--- config.mk ---
export PLATFORM = sky130hd
export DESIGN_NAME = scpm_top
export DESIGN_NICKNAME = d
export VERILOG_FILES = /design/src/verilog/scpm_pkg.sv /design/src/verilog/scpm_prescaler.sv /design/src/verilog/scpm_gate_bank.sv /design/src/verilog/scpm_top.sv
export SDC_FILE = /design/constraint.sdc
export NUM_CORES = 1
export LEC_CHECK = 0
export ABC_AREA = 1
export CORE_ASPECT_RATIO = 0.75
export CORE_MARGIN = 4
export CORE_UTILIZATION = 38
export CTS_CLUSTER_DIAMETER = 60
export DETAILED_ROUTE_END_ITERATION = 10
export DONT_BUFFER_PORTS = 1
export GPL_TIMING_DRIVEN = 1
export SYNTH_ARGS = -nofsm -noshare
export SYNTH_HDL_FRONTEND = slang
export SYNTH_SLANG_ARGS = --single-unit
--- constraint.sdc ---
create_clock -name clk_sys -period 7.4 [get_ports clk_sys]
set_clock_uncertainty 0.05 [all_clocks]
set_input_delay 1.48 -clock clk_sys [delete_from_list [all_inputs] [get_ports clk_sys]]
set_output_delay 1.48 -clock clk_sys [all_outputs]
set_load 0.03 [all_outputs]
--- src/verilog/scpm_pkg.sv ---
// constants and helper functions shared by the clock manager files
package scpm_pkg;

  localparam int          SCPM_PRESC_W      = 8;
  localparam int          SCPM_EXP_W        = 3;
  localparam int          SCPM_APB_DOMAINS  = 3;
  localparam int          SCPM_GATE_W       = 16;
  localparam int          SCPM_CAUSE_W      = 8;

  localparam logic [SCPM_PRESC_W-1:0] SCPM_PRESC_RESET = 8'h00;
  localparam logic [SCPM_PRESC_W-1:0] SCPM_PRESC_LAST  = 8'hFF;
  localparam logic [SCPM_EXP_W-1:0]   SCPM_EXP_RESET   = 3'h0;

  // gate layout: ahb bit 0 feeds the bridge in front of the manager,
  // apb domain 0 bit 1 is the manager's own bus clock
  localparam int SCPM_AHB_BRIDGE_BIT = 0;
  localparam int SCPM_MGR_BUS_BIT    = 1;
  localparam int SCPM_MGR_DOMAIN     = 0;

  localparam logic [SCPM_GATE_W-1:0] SCPM_AHB_GATE_RESET  = 16'h003F;
  localparam logic [SCPM_GATE_W-1:0] SCPM_APBA_GATE_RESET = 16'h007F;
  localparam logic [SCPM_GATE_W-1:0] SCPM_APBB_GATE_RESET = 16'h003F;
  localparam logic [SCPM_GATE_W-1:0] SCPM_APBC_GATE_RESET = 16'h0080;

  localparam logic [SCPM_CAUSE_W-1:0] SCPM_CAUSE_POR = 8'h01;

  localparam logic                    SCPM_SETTLED_RESET = 1'b1;
  localparam logic                    SCPM_IRQ_EN_RESET  = 1'b0;

  // one-cycle enable of the prescaler tap that divides by 2**e
  function automatic logic scpm_tap(
    input logic [SCPM_PRESC_W-1:0] count,
    input logic [SCPM_EXP_W-1:0]   e
  );
    logic [SCPM_PRESC_W-1:0] mask;
    mask = (SCPM_PRESC_W)'((9'h001 << e) - 9'h001);
    return (count & mask) == mask;
  endfunction

  // larger exponent of two, i.e. the slower of two taps
  function automatic logic [SCPM_EXP_W-1:0] scpm_slower(
    input logic [SCPM_EXP_W-1:0] a,
    input logic [SCPM_EXP_W-1:0] b
  );
    return (a > b) ? a : b;
  endfunction

endpackage

--- src/verilog/scpm_prescaler.sv ---
// shared free-running prescaler counter of the main clock
`timescale 1ns/1ps
`default_nettype none
module scpm_prescaler
  import scpm_pkg::*;
#(
  parameter int WIDTH = SCPM_PRESC_W
) (
  input  wire logic             clk_sys,
  input  wire logic             rst,
  output logic [WIDTH-1:0]      count,
  output logic                  boundary
);

  initial begin
    if (WIDTH != SCPM_PRESC_W) $error("prescaler width must match package");
  end

  always_ff @(posedge clk_sys) begin
    if (rst) begin
      count <= SCPM_PRESC_RESET;
    end else begin
      count <= count + 1'b1;
    end
  end

  // every tap fires together here, so a divider swap never makes a runt
  assign boundary = (count == SCPM_PRESC_LAST);

endmodule
`default_nettype wire

--- src/verilog/scpm_gate_bank.sv ---
// per-module clock gate bits of one clock domain
`timescale 1ns/1ps
`default_nettype none
module scpm_gate_bank
  import scpm_pkg::*;
#(
  parameter int               WIDTH       = SCPM_GATE_W,
  parameter logic [WIDTH-1:0] RESET_VALUE = '0
) (
  input  wire logic             clk_sys,
  input  wire logic             rst,
  input  wire logic             wr_en,
  input  wire logic [WIDTH-1:0] wdata,
  input  wire logic             domain_ce,
  output logic [WIDTH-1:0]      gate_bits,
  output logic [WIDTH-1:0]      module_ce
);

  initial begin
    if (WIDTH < 1 || WIDTH > 32) $error("gate bank width out of range");
  end

  always_ff @(posedge clk_sys) begin
    if (rst) begin
      gate_bits <= RESET_VALUE;
    end else if (wr_en) begin
      gate_bits <= wdata;
    end
  end

  // one bit per module and domain; a multi-domain module owns a bit here
  assign module_ce = {WIDTH{domain_ce}} & gate_bits;
endmodule
`default_nettype wire

--- src/verilog/scpm_top.sv ---
// synchronous clock divider, gating and settle flag of the power manager
`timescale 1ns/1ps
`default_nettype none
module scpm_top
  import scpm_pkg::*;
#(
  parameter int ND = SCPM_APB_DOMAINS,
  parameter int GW = SCPM_GATE_W
) (
  input  wire logic                  clk_sys,
  input  wire logic                  rst,
  input  wire logic                  proc_divider_select_wr,
  input  wire logic [SCPM_EXP_W-1:0] proc_divider_select_wdata,
  input  wire logic [ND-1:0]         apb_divider_select_wr,
  input  wire logic [ND*SCPM_EXP_W-1:0] apb_divider_select_wdata,
  input  wire logic                  ahb_gate_wr,
  input  wire logic [GW-1:0]         ahb_gate_wdata,
  input  wire logic [ND-1:0]         apb_gate_wr,
  input  wire logic [ND*GW-1:0]      apb_gate_wdata,
  input  wire logic                  irq_enable_set,
  input  wire logic                  irq_enable_clr,
  input  wire logic                  interrupt_flag_clr,
  input  wire logic                  guard_protect,
  input  wire logic                  debugger_access,
  input  wire logic                  cpu_sleep,
  input  wire logic                  debug_active,
  output logic [SCPM_EXP_W-1:0]      processor_divide_exponent,
  output logic [ND*SCPM_EXP_W-1:0]   apb_divide_exponent,
  output logic                       clocks_settled_flag,
  output logic                       settle_pending,
  output logic                       irq_enabled,
  output logic                       irq,
  output logic                       gates_locked,
  output logic [GW-1:0]              ahb_gate_bits,
  output logic [ND*GW-1:0]           apb_gate_bits,
  output logic                       cpu_clock_ce,
  output logic                       ahb_clock_ce,
  output logic [ND-1:0]              apb_domain_clock_ce,
  output logic [GW-1:0]              ahb_module_ce,
  output logic [ND*GW-1:0]           apb_module_ce,
  output logic [ND*GW-1:0]           apb_access_ok,
  output logic [SCPM_CAUSE_W-1:0]    last_reset_cause,
  output logic [SCPM_PRESC_W-1:0]    prescaler_count
);

  initial begin
    if (ND != SCPM_APB_DOMAINS) $error("apb domain count must be three");
    if (GW != SCPM_GATE_W) $error("gate width must match package");
  end

  logic                       boundary;
  logic                       guard_ok;
  logic                       write_ok;
  logic                       div_wr_ok;
  logic                       apply;
  logic [SCPM_EXP_W-1:0]      pend_proc;
  logic [ND*SCPM_EXP_W-1:0]   pend_apb;
  logic                       cpu_run;
  logic                       gate_wr_ok;

  // the one shared divider chain
  scpm_prescaler #(
    .WIDTH    (SCPM_PRESC_W)
  ) u_presc (
    .clk_sys  (clk_sys),
    .rst      (rst),
    .count    (prescaler_count),
    .boundary (boundary)
  );

  // writes other than the flag clear die once the manager's own clock path is gone
  assign write_ok = !gates_locked;
  // debugger accesses always pass the guard
  assign guard_ok = !guard_protect || debugger_access;
  assign div_wr_ok = write_ok && guard_ok &&
                     (proc_divider_select_wr || (|apb_divider_select_wr));
  assign gate_wr_ok = write_ok && guard_ok;
  // a write landing on the boundary waits for the next one
  assign apply = settle_pending && boundary && !div_wr_ok;

  // staging of divider selections until the boundary
  always_ff @(posedge clk_sys) begin
    if (rst) begin
      pend_proc <= SCPM_EXP_RESET;
      pend_apb  <= {ND{SCPM_EXP_RESET}};
    end else if (div_wr_ok) begin
      if (proc_divider_select_wr) begin
        pend_proc <= proc_divider_select_wdata;
      end
      for (int d = 0; d < ND; d++) begin
        if (apb_divider_select_wr[d]) begin
          pend_apb[d*SCPM_EXP_W +: SCPM_EXP_W] <=
            apb_divider_select_wdata[d*SCPM_EXP_W +: SCPM_EXP_W];
        end
      end
    end
  end

  // all domains switch on the same edge; untouched ones keep old value
  always_ff @(posedge clk_sys) begin
    if (rst) begin
      processor_divide_exponent <= SCPM_EXP_RESET;
      apb_divide_exponent       <= {ND{SCPM_EXP_RESET}};
    end else if (apply) begin
      processor_divide_exponent <= pend_proc;
      apb_divide_exponent       <= pend_apb;
    end
  end

  always_ff @(posedge clk_sys) begin
    if (rst) begin
      settle_pending <= 1'b0;
    end else if (div_wr_ok) begin
      settle_pending <= 1'b1;
    end else if (apply) begin
      settle_pending <= 1'b0;
    end
  end

  // settle event beats a simultaneous clear
  always_ff @(posedge clk_sys) begin
    if (rst) begin
      clocks_settled_flag <= SCPM_SETTLED_RESET;
    end else if (apply) begin
      clocks_settled_flag <= 1'b1;
    end else if (div_wr_ok) begin
      clocks_settled_flag <= 1'b0;
    end else if (interrupt_flag_clr) begin
      clocks_settled_flag <= 1'b0;
    end
  end

  always_ff @(posedge clk_sys) begin
    if (rst) begin
      irq_enabled <= SCPM_IRQ_EN_RESET;
    end else if (write_ok && guard_ok && irq_enable_set) begin
      irq_enabled <= 1'b1;
    end else if (write_ok && guard_ok && irq_enable_clr) begin
      irq_enabled <= 1'b0;
    end
  end

  assign irq = clocks_settled_flag && irq_enabled;

  // only rst clears this; no register path reopens the gates
  always_ff @(posedge clk_sys) begin
    if (rst) begin
      gates_locked <= 1'b0;
    end else if (!apb_gate_bits[SCPM_MGR_DOMAIN*GW + SCPM_MGR_BUS_BIT] ||
                 !ahb_gate_bits[SCPM_AHB_BRIDGE_BIT]) begin
      gates_locked <= 1'b1;
    end
  end

  // the manager has no enable or reset of its own, rst is the system's
  always_ff @(posedge clk_sys) begin
    if (rst) begin
      last_reset_cause <= SCPM_CAUSE_POR;
    end
  end

  // debug keeps the processor clocked even when asleep
  assign cpu_run = !cpu_sleep || debug_active;
  assign ahb_clock_ce = scpm_tap(prescaler_count,
                                 processor_divide_exponent);
  assign cpu_clock_ce = ahb_clock_ce && cpu_run;

  // apb never faster than the processor, whatever software wrote
  always_comb begin
    for (int d = 0; d < ND; d++) begin
      apb_domain_clock_ce[d] = scpm_tap(prescaler_count,
        scpm_slower(apb_divide_exponent[d*SCPM_EXP_W +: SCPM_EXP_W],
                    processor_divide_exponent));
    end
  end

  scpm_gate_bank #(
    .WIDTH       (GW),
    .RESET_VALUE (SCPM_AHB_GATE_RESET)
  ) u_ahb_gate (
    .clk_sys     (clk_sys),
    .rst         (rst),
    .wr_en       (gate_wr_ok && ahb_gate_wr),
    .wdata       (ahb_gate_wdata),
    .domain_ce   (ahb_clock_ce),
    .gate_bits   (ahb_gate_bits),
    .module_ce   (ahb_module_ce)
  );

  localparam logic [ND*GW-1:0] APB_RESET =
    {SCPM_APBC_GATE_RESET, SCPM_APBB_GATE_RESET, SCPM_APBA_GATE_RESET};

  for (genvar d = 0; d < ND; d++) begin : g_apb
    scpm_gate_bank #(
      .WIDTH       (GW),
      .RESET_VALUE (APB_RESET[d*GW +: GW])
    ) u_apb_gate (
      .clk_sys     (clk_sys),
      .rst         (rst),
      .wr_en       (gate_wr_ok && apb_gate_wr[d]),
      .wdata       (apb_gate_wdata[d*GW +: GW]),
      .domain_ce   (apb_domain_clock_ce[d]),
      .gate_bits   (apb_gate_bits[d*GW +: GW]),
      .module_ce   (apb_module_ce[d*GW +: GW])
    );
  end

  // peripherals qualify register accesses with this level
  assign apb_access_ok = apb_gate_bits;
endmodule
`default_nettype wire

Word level (Yosys, flattened, before mapping)

Index checks and enable logic that the tools add are counted.

Add/sub/neg operators: 5
Order comparisons: 3
Eq/ne operators: 5
Shifts and indexed selects: 4
Multiplexer cells: 9
Bitwise operators: 8
Reductions and logical operators: 31

Operator list:

| kind                                                                | count |
|---|---|
| 16-bit bitwise AND                                                  | 4 |
| 8-bit bitwise AND                                                   | 4 |
| 8-bit equality test                                                 | 4 |
| 1-bit by 3-bit << shifter with 8-bit output (first input constant)  | 4 |
| 8-bit by 1-bit subtractor with 8-bit output (second input constant) | 4 |
| 1-bit logical AND                                                   | 12 |
| 3-bit greater-than comparator                                       | 3 |
| 3-bit two-way mux                                                   | 3 |
| 8-bit by 1-bit adder with 8-bit output (second input constant)      | 1 |
| 8-bit equality test (second input constant)                         | 1 |
| 2-bit AND reduction                                                 | 4 |
| 1-bit zero test                                                     | 6 |
| 1-bit two-way mux                                                   | 6 |
| 2-bit nonzero test                                                  | 3 |
| 1-bit logical OR                                                    | 4 |
| 3-bit OR reduction                                                  | 1 |
| 2-bit OR reduction                                                  | 1 |

Flip-flop bits (word level): 100
Bits of input ports: 93
Output and inout bits: 214
Logic and storage cells: 80

Logic depth before layout (Yosys ltp)

Gate-level depths: netlist (run 1).

Word-level depth: 8
Mapped depth: 20
Depth with buffers taken out: 18

Cells and area by module

A second synthesis (run 1) with hierarchy kept.

Cells, all modules: 945
Area, all modules: 6070.8 µm²

By module, submodules not included:

| module                                    | times used | cells each | area an instance (µm²) | seq. area each (µm²) |
|---|---|---|---|---|
| scpm_top                                  | 1          | 393        | 2590.0                 | 560.5 |
| scpm_gate_bank at g_apb[1].u_apb_gate ... | 2          | 124        | 782.0                  | 320.3 |
| scpm_gate_bank at g_apb[2].u_apb_gate     | 1          | 134        | 800.8                  | 320.3 |
| scpm_gate_bank at g_apb[0].u_apb_gate     | 1          | 122        | 775.7                  | 320.3 |
| scpm_prescaler                            | 1          | 48         | 340.3                  | 160.2 |

Worst setup path before layout (run 1)

Ideal clock, no wire load.

Kind: register -> output
From: register processor_divide_exponent[2]
To: output apb_domain_clock_ce[1]
Arrival time: 3061 ps
Setup slack: 2809 ps
Cell stages (with the launch flop): 20
Cells stage by stage: dfxtp_1 > inv_2 > buf_4 > ha_1 > a21oi_2 > nand2_2 > nand3_1 > nand2_4 > nor2_4 > nand2_2 > ha_1 > or2_2 > nand2_1 > nor2_1 > nand2_1 > nor2_4 > nand3_4 > buf_8 > inv_2 > buf_4

Word-level cells in the longest chain between the ends: 6

Ends and longest elaborated chain:

| item                                            | RTL line        | text |
|---|---|---|
| start, declared                                 | scpm_top.sv:27  | `output logic [SCPM_EXP_W-1:0] processor_divide_exponent,` |
| start signal, assigned                          | scpm_top.sv:105 | `processor_divide_exponent <= pend_proc;` |
| 3-bit greater-than comparator                   | scpm_pkg.sv:45  | `return (a > b) ? a : b;` |
| 3-bit two-way mux (*)                           | scpm_pkg.sv:45  |  |
| 1-bit by 3-bit << shifter with 8-bit output (*) | scpm_pkg.sv:36  | `mask = (SCPM_PRESC_W)'((9'h001 << e) - 9'h001);` |
| 8-bit by 1-bit subtractor with 8-bit output (*) | scpm_pkg.sv:36  |  |
| 8-bit bitwise AND                               | scpm_pkg.sv:37  | `return (count & mask) == mask;` |
| 8-bit equality test (*)                         | scpm_pkg.sv:37  |  |
| end, declared                                   | scpm_top.sv:38  | `output logic [ND-1:0] apb_domain_clock_ce,` |

Every way passes the cells marked *; elsewhere a longest branch is shown, timed or not.

Worst setup path after layout (run 1)

From: register processor_divide_exponent[2]
To: output apb_module_ce[31]

Word-level cells in the longest chain between the ends: 7

Ends and longest elaborated chain:

| item                                            | RTL line             | text |
|---|---|---|
| 3-bit greater-than comparator                   | scpm_pkg.sv:45       |  |
| 3-bit two-way mux (*)                           | scpm_pkg.sv:45       |  |
| 1-bit by 3-bit << shifter with 8-bit output (*) | scpm_pkg.sv:36       |  |
| 8-bit by 1-bit subtractor with 8-bit output (*) | scpm_pkg.sv:36       |  |
| 8-bit bitwise AND                               | scpm_pkg.sv:37       |  |
| 8-bit equality test (*)                         | scpm_pkg.sv:37       |  |
| 16-bit bitwise AND (*)                          | scpm_gate_bank.sv:32 | `assign module_ce = {WIDTH{domain_ce}} & gate_bits;` |
| end, declared                                   | scpm_top.sv:40       | `output logic [ND*GW-1:0] apb_module_ce,` |

Marked as above.

==> results of run 1 <==
[metal layers]
metal / global-route usage, % / wire length (µm) / vias to the layer above / part of all wire, %
met3: 5.74 / 1480 / 18 / 9.1
met2: 27.7 / 7340 / 223 / 45
li1: - / - / 2320 / -
met5: 0 / 0 / - / 0
met1: 23.9 / 7180 / 2118 / 44
met4: 4.51 / 248 / 0 / 1.5
[stage by stage]
step / hold slack [ps] / util [%] / area [µm²]
floorplan: 380 / - / 5770
global placement: 396 / 37.1 / 5440
detailed placement: 400 / 37.1 / 5440
CTS: 411 / 39.3 / 5760
global route: 428 / 39.3 / 5760
finish: 407 / 39.3 / 5760
[worst max-delay path: cells and delay by family (launching register included)]
kind                     cells  cell delay [ps]
AO/OA/AOI/OAI                1              180
adder cells (fa/ha/maj)      2              690
buffers and inverters        1              240
flip-flops                   1              650
AND/OR/NAND/NOR             12             1950
[worst max-delay path by stage]
stage                                              startpoint                      to  slack [ps]
detailed placement  processor_divide_exponent[2]$_SDFFE_PP0P_       apb_module_ce[31]        2100
CTS                 processor_divide_exponent[2]$_SDFFE_PP0P_       apb_module_ce[31]        1700
floorplan           processor_divide_exponent[2]$_SDFFE_PP0P_  apb_domain_clock_ce[1]        2810
global route        processor_divide_exponent[2]$_SDFFE_PP0P_       apb_module_ce[31]        1410
global placement    processor_divide_exponent[2]$_SDFFE_PP0P_       apb_module_ce[31]        2230
finish              processor_divide_exponent[2]$_SDFFE_PP0P_       apb_module_ce[31]        1780
[kinds of logic after synthesis]
group	count (synthesis)
flops	100
buf+inv	197
fa+ha+maj	14
compound gates	171
other cells	2
simple gates	299
xor+xnor	1
[registers in the layout (all words and copies together) (netlist names)]
signal and flops:
gates_locked 1, processor_divide_exponent 3, u_ahb_gate.gate_bits 16, g_apb.u_apb_gate.gate_bits 48, irq_enabled 1, u_presc.count 8, clocks_settled_flag 1, apb_divide_exponent 9
settle_pending 1, pend_proc 3, pend_apb 9
[power by group through the flow]
stage,sequential [mW],combinational [mW],clock [mW]
2_1_floorplan,0.689,0.277,0
3_3_place_gp,0.760,0.214,0
3_5_place_dp,0.759,0.216,0
4_1_cts,0.747,0.216,0.508
5_1_grt,0.753,0.234,0.530
6_report,0.746,0.213,0.490
[cell usage after synthesis (2+ instances only)]
cell	instances	share of area (%)
buf_8	3	0.78
nand2_1	106	6.9
or2_2	3	0.33
nor3_1	5	0.44
nand3b_1	2	0.26
dfxtp_1	100	35
inv_2	5	0.33
o21ai_1	13	1.1
a21oi_2	4	0.61
buf_2	3	0.26
nand4_1	2	0.22
nand3_1	51	4.4
nand3_2	4	0.70
o211ai_1	20	2.6
ha_1	14	3.1
o21ai_0	53	4.6
nand3_4	3	0.92
nand2_2	14	1.5
buf_1	2	0.13
nand2_4	4	0.78
buf_4	60	7.8
conb_1	2	0.13
nor2_1	67	4.4
nor2_2	4	0.44
a21oi_1	75	6.5
clkbuf_1	20	1.3
inv_1	103	6.7
nor2_4	31	6.1
[area by class of cell]
type | instances | share of cell area, %
Multi-Input combinational cell | 493 | 48.0
Sequential cell | 100 | 34.8
Inverter | 109 | 7.11
Tap cell | 200 | 4.35
Clock buffer | 9 | 3.91
Clock inverter | 7 | 1.63
Timing Repair Buffer | 2 | 0.261
==> results.py, run 1 <==
metrics = {
    "sta": {
        "fin_crit_sh_pct": 75.9,
        "tightest_slew_ps": 932,
        "slew_violations": 0,
        "finalSetupViolCount": 0,
        "fmax_mhz": 178,
        "layout_min_cycle_time_ps": 5620,
        "rsz0062_at_grt": "false",
        "max_slew_margin_pct": 37.7,
        "hold_viol": 0,
        "setup_ws_ps": 1780,
        "fin_setup_tns_ps": 0,
    },
    "final_layout": {
        "drive_above_1_share_pct": 12.9,
        "area_growth_syn_to_layout_pct": 0.240,
        "nNetsFinal": 822,
        "final_common_cell": "nand2_1",
        "antenna-diode-count": 0,
        "final_cell_mix": "nand2_1, inv_1, dfxtp_1",
        "layoutNonFillerInstCount": 920,
        "fill_cells": 1566,
        "multi_input_area_um2": 2760,
        "regArea_um2": 2000,
    },
    "cts": {
        "cts.sinks": 100,
        "cts_root_buf": "clkbuf_16",
        "cts.clk_slew.worst_paths_ps": 80,
        "clockBufferDepth": 2,
        "post_cts_resized": 0,
        "ctsHoldBuffers": 0,
        "cts_max_level": 3,
        "clk_latency_ps": 360,
        "cts_setup_buffers": 0,
        "cts_tree": "built",
        "numCtsBuffers": 9,
    },
    "critical_path": {
        "r2r_slack_ps": 3960,
        "cp_max_fo": 17,
        "slowest_stage": "dfxtp_1",
        "rr_startpoint": "u_presc.count[1]$_SDFF_PP0_",
        "arrival_ps": 4090,
        "reg2reg_depth": 6,
        "cp_data_required_time_ps": 5870,
        "cpPeakStageDelay_ps": 650,
        "reg2reg_to": "apb_divide_exponent[3]$_SDFFE_PP0P_",
        "critical_path.cell_chain": "inv_2 > ha_1 > a21oi_2 > nand2_2 > nand3_1 > nand2_4 > nor2_4 > nand2_1 > ha_1 > or2_2 > nand2_1 > nor2_1 > nand2_1 > nor2_4 > nand3_4 > nor2_1",
        "path_class": "register to primary output",
        "cp-start-kind": "register",
        "end_kind": "primary output",
        "path_common_cell": "nand2_1",
    },
    "power_and_ir_drop": {
        "finalPower_mw": 1.45,
        "p_int_mw": 0.872,
        "leakage_nw": 2.45,
        "seqPwrFrac_pct": 51.4,
        "swShare_pct": 39.8,
        "ir_worst_vdd_v": 0.000127,
        "p_clk_share_pct": 33.8,
        "powerDensity_nw_per_um2": 252,
        "p_sw_mw": 0.577,
        "pwr-share-comb_pct": 14.7,
    },
    "place": {
        "dp.cells": 904,
        "dp_hpwl_mm": 12.6,
        "gp_congestion": 0.854,
        "io_buffer_count": 0,
        "dp_worst_setup_slack_ps": 2100,
    },
    "route": {
        "dr_total_vias": 4679,
        "avgRoutedWirePerCell_um": 17.7,
        "drt_wl_total_mm": 16.2,
        "viasPerCell": 5.09,
        "postRouteAntennaNets": 0,
        "drtIter0Drc": 326,
        "drc_errors": 0,
        "dr.pass1.iters": 5,
    },
    "flow_run": {
        "drv_cap": 0,
    },
    "floorplanning": {
        "fp.coreArea_um2": 14600,
        "initial_core_util_pct": 39.2,
        "row_count": 38,
        "num_io_pins": 307,
        "fp.dieH_um": 114,
        "dieArea_um2": 17200,
        "die_w_um": 150,
    },
    "synth": {
        "seq_area_frac_synth_pct": 34.9,
        "synth_top_family_by_area": "simple AND/OR/NAND/NOR gates",
        "yosysWarnings": 0,
        "syn_avg_cell_area_um2": 7.33,
        "synth_compound_area_share_pct": 16.5,
        "yosys.area_share.adder_pct": 3.05,
        "synthCells": 784,
        "synth-simple-area-share_pct": 27.9,
        "synth_xor_area_share_pct": 0.153,
        "synth_edf_count": 0,
        "syn_area_um2": 5740,
        "yosys_register_bits": 100,
        "netlist-cell-type-count": 39,
        "async_flop_share_pct": 0,
        "ys.flop_type": "dfxtp_1",
        "synthMuxAreaShare_pct": 0,
    },
    "global_routing": {
        "grtUsageTotal_pct": 17.8,
        "grt_pass1_wl_mm": 23.6,
        "overflow": 0,
        "antenna_found_initial": 0,
        "grt_pass1_vias": 4100,
        "grt_start_max_net_pins": 68,
    },
    "hold_path": {
        "min_path_cells": 2,
        "worstHoldStart": "pend_apb[5]$_SDFFE_PP0P_",
        "min_delay_worst_endpoint": "pend_apb[5]$_SDFFE_PP0P_",
        "hold_class": "register to register",
    },
    "outcome": {
        "status": "finished clean",
    },
}
Note: power is estimated with default switching activity, not from simulation.
==> run 2: changes to the inputs <==
--- a/config.mk
+++ b/config.mk
@@ -5,7 +5,7 @@
 export SDC_FILE = /design/constraint.sdc
 export NUM_CORES = 1
 export LEC_CHECK = 0
-export ABC_AREA = 1
+export ABC_AREA = 0
 export CORE_ASPECT_RATIO = 0.75
 export CORE_MARGIN = 4
 export CORE_UTILIZATION = 38
==> constraint.sdc (replaced) <==
create_clock -name clk_sys -period 4.96 [get_ports clk_sys]
set_clock_uncertainty 0.05 [all_clocks]
set_input_delay 0.992 -clock clk_sys [delete_from_list [all_inputs] [get_ports clk_sys]]
set_output_delay 0.992 -clock clk_sys [all_outputs]
set_load 0.03 [all_outputs]
==> results.py, run 2 <==
metrics = {
    "outcome": {
        "status": "finished clean",
    },
    "critical_path": {
        "cp.depth": 16,
        "path_class": "register to primary output",
        "path_buf_inv": 6,
        "path_common_cell": "buf_4",
        "arrival_ps": 3800,
        "r2r_slack_ps": 2580,
        "reg2reg_depth": 8,
        "slowest_stage": "or4_4",
        "cpPeakStageDelay_ps": 450,
        "cp_top_family": "simple AND/OR/NAND/NOR gates",
        "cp_data_required_time_ps": 3920,
        "reg2reg_to": "apb_divide_exponent[6]$_SDFFE_PP0P_",
        "cp_max_fo": 8,
        "end_kind": "primary output",
        "rr_startpoint": "u_presc.count[0]$_SDFF_PP0_",
        "critical_path.cell_chain": "inv_2 > ha_4 > nand2b_1 > a21o_1 > buf_4 > mux2_4 > or4_4 > ha_4 > or3_1 > o32a_1 > o2111ai_2 > a2111oi_4 > buf_6 > buf_4 > buf_4 > buf_4",
        "cp-start-kind": "register",
    },
    "floorplanning": {
        "num_io_pins": 307,
        "fp.coreArea_um2": 14600,
        "dieArea_um2": 17200,
        "fp.dieH_um": 114,
        "initial_core_util_pct": 39.2,
        "row_count": 38,
        "die_w_um": 150,
    },
    "final_layout": {
        "drive_above_1_share_pct": 20.3,
        "final_cell_mix": "nand2_1, dfxtp_1, buf_4",
        "reg_top3": "g_apb.u_apb_gate.gate_bits: 48 flops, u_ahb_gate.gate_bits: 16 flops",
        "fill_cells": 1460,
        "antenna-diode-count": 0,
        "largest_register": "g_apb.u_apb_gate.gate_bits",
        "final_common_cell": "nand2_1",
        "nNetsFinal": 881,
        "largest_reg_flops": 48,
        "area_growth_syn_to_layout_pct": 16.5,
    },
    "synth": {
        "syn_avg_cell_area_um2": 7.36,
        "syn_area_um2": 5740,
        "synth_edf_count": 0,
        "netlist-cell-type-count": 57,
        "synthTopCellsByCount": "nand2_1, dfxtp_1, nor2_1, a21oi_1, buf_4",
        "seq_area_frac_synth_pct": 34.9,
        "yosysMostFrequentCell": "nand2_1",
        "yosysWarnings": 0,
        "synth_area_leaders": "dfxtp_1, nand2_1, buf_4",
        "synth_top_area_share_pct": 34.9,
        "synthCells": 780,
        "ys.flop_type": "dfxtp_1",
        "yosys_register_bits": 100,
        "async_flop_share_pct": 0,
        "yosys.area.top_type": "dfxtp_1",
    },
    "hold_path": {
        "worstHoldStart": "pend_apb[2]$_SDFFE_PP0P_",
        "hold_class": "register to register",
        "min_path_cells": 2,
        "min_delay_worst_endpoint": "pend_apb[2]$_SDFFE_PP0P_",
    },
    "sta": {
        "fin_setup_tns_ps": 0,
        "fmax_mhz": 206,
        "setup_ws_ps": 114,
        "layout_min_cycle_time_ps": 4850,
        "max_slew_margin_pct": 31.0,
        "fin_crit_sh_pct": 97.7,
        "hold_viol": 0,
        "finalSetupViolCount": 0,
        "rsz0062_at_grt": "true",
        "tightest_slew_ps": 1040,
        "slew_violations": 0,
    },
    "route": {
        "dr_total_vias": 5260,
        "drc_errors": 0,
        "drtIter0Drc": 408,
        "drt_wl_total_mm": 18.9,
        "viasPerCell": 5.37,
        "postRouteAntennaNets": 0,
        "dr.pass1.iters": 5,
        "avgRoutedWirePerCell_um": 19.3,
    },
    "place": {
        "dp_worst_setup_slack_ps": 86.8,
        "gp_congestion": 0.908,
        "io_buffer_count": 0,
        "dp_hpwl_mm": 13.4,
    },
    "global_routing": {
        "antenna_found_initial": 0,
        "grt_start_max_net_pins": 101,
        "grt_pass1_wl_mm": 26.9,
        "grtUsageTotal_pct": 19.6,
        "overflow": 0,
        "grt_pass1_vias": 4655,
    },
    "cts": {
        "cts_root_buf": "clkbuf_16",
        "numCtsBuffers": 9,
        "clockBufferDepth": 2,
        "ctsHoldBuffers": 0,
        "clk_latency_ps": 340,
        "cts.sinks": 100,
        "cts_max_level": 3,
        "cts_tree": "built",
        "cts.clk_slew.worst_paths_ps": 80,
    },
    "power_and_ir_drop": {
        "leakage_nw": 2.82,
        "ir_worst_vdd_v": 0.000163,
        "powerDensity_nw_per_um2": 323,
    },
    "flow_run": {
        "drv_cap": 0,
    },
}
-- run 2: cell types whose count changed after synthesis, sizes merged, moves of 7 or more --
cell / change
nor3: +9
nand3: -20
and2: +38
nor2b: +7
o211ai: -17
inv: -86
nor2: -26
nand2: +46
clkbuf: +16
mux2i: +17
o21ai: -53
nand3b: +14
-- run 2: cell families after synthesis --
logic type / share of synthesized area (%)
AND/OR/NAND/NOR: 30.2
AO/OA/AOI/OAI: 14.5
buffers and inverters: 12.2
flip-flops: 34.9
multiplexers: 3.75
adder cells (fa/ha/maj): 3.05
XOR/XNOR: 1.37
other: 0.131
-- run 2: stage by stage --
step	util, %	cell area [µm²]	hold slack [ps]	cells	total power, mW
finish	45.7	6690	404	979	2.16
global route	45.7	6690	419	979	2.25
CTS	43.6	6390	401	966	2.18
detailed placement	40.4	5920	392	943	1.36
global placement	40.4	5920	391	943	1.36
floorplan	-	5850	386	786	1.33
-- run 2: cell type report --
cell class                      count  area [µm²]  share of cell area (%)
Inverter                           22        85.1                    1.27
Sequential cell                   100        2010                    30.0
Timing Repair Buffer               77         634                    9.49
Clock inverter                      6         111                    1.67
Multi-Input combinational cell    564        3370                    50.4
Tap cell                          200         250                    3.74
Clock buffer                       10         229                    3.42
-- run 2: worst register-to-register path, stage by stage, from the launching register on --
cell and delay [ps]:
dfxtp_1 760, ha_1 330, nand3_1 90, nor2_1 190, nand3_1 150, nor2_1 170
buf_4 270, mux2i_1 220, nor2_1 50
-- run 2: power breakdown --
group / leakage, nW / switching [mW] / internal, mW / total, mW
Sequential: 0.822 / 0.205 / 0.853 / 1.06
Combinational: 1.83 / 0.197 / 0.0884 / 0.286
Clock: 0.163 / 0.323 / 0.495 / 0.818
Total: 2.82 / 0.725 / 1.44 / 2.16
-- run 2: worst max-delay path by stage --
stage                                         startpoint  slack [ps]                endpoint
2_1_floorplan  processor_divide_exponent[1]$_SDFFE_PP0P_          50       apb_module_ce[38]
3_3_place_gp   processor_divide_exponent[2]$_SDFFE_PP0P_         170        apb_module_ce[9]
3_5_place_dp   processor_divide_exponent[2]$_SDFFE_PP0P_          90       apb_module_ce[13]
4_1_cts        processor_divide_exponent[2]$_SDFFE_PP0P_          20        apb_module_ce[1]
5_1_grt        processor_divide_exponent[1]$_SDFFE_PP0P_         -40  apb_domain_clock_ce[2]
6_report       processor_divide_exponent[1]$_SDFFE_PP0P_         110  apb_domain_clock_ce[2]
-- run 2: per-layer routing --
layer | GRT usage [%] | up-vias | part of all wire (%)
met1 | 26.4 | 2431 | 43
li1 | - | 2534 | -
met3 | 5.46 | 21 | 8.8
met5 | 0 | - | 0
met4 | 3.96 | 0 | 0.98
met2 | 31.6 | 274 | 47
-- run 2: repair_timing --
| action | in CTS | in global routing |
|---|---|---|
| endpoints found under the hold margin | 0 | 0 |
| endpoints found under the setup margin | 51 | 51 |
| pin swaps | 4 | 17 |
| gates resized for setup | 13 | 42 |
| cloned | 1 | 3 |
| buffers inserted | 6 | 12 |
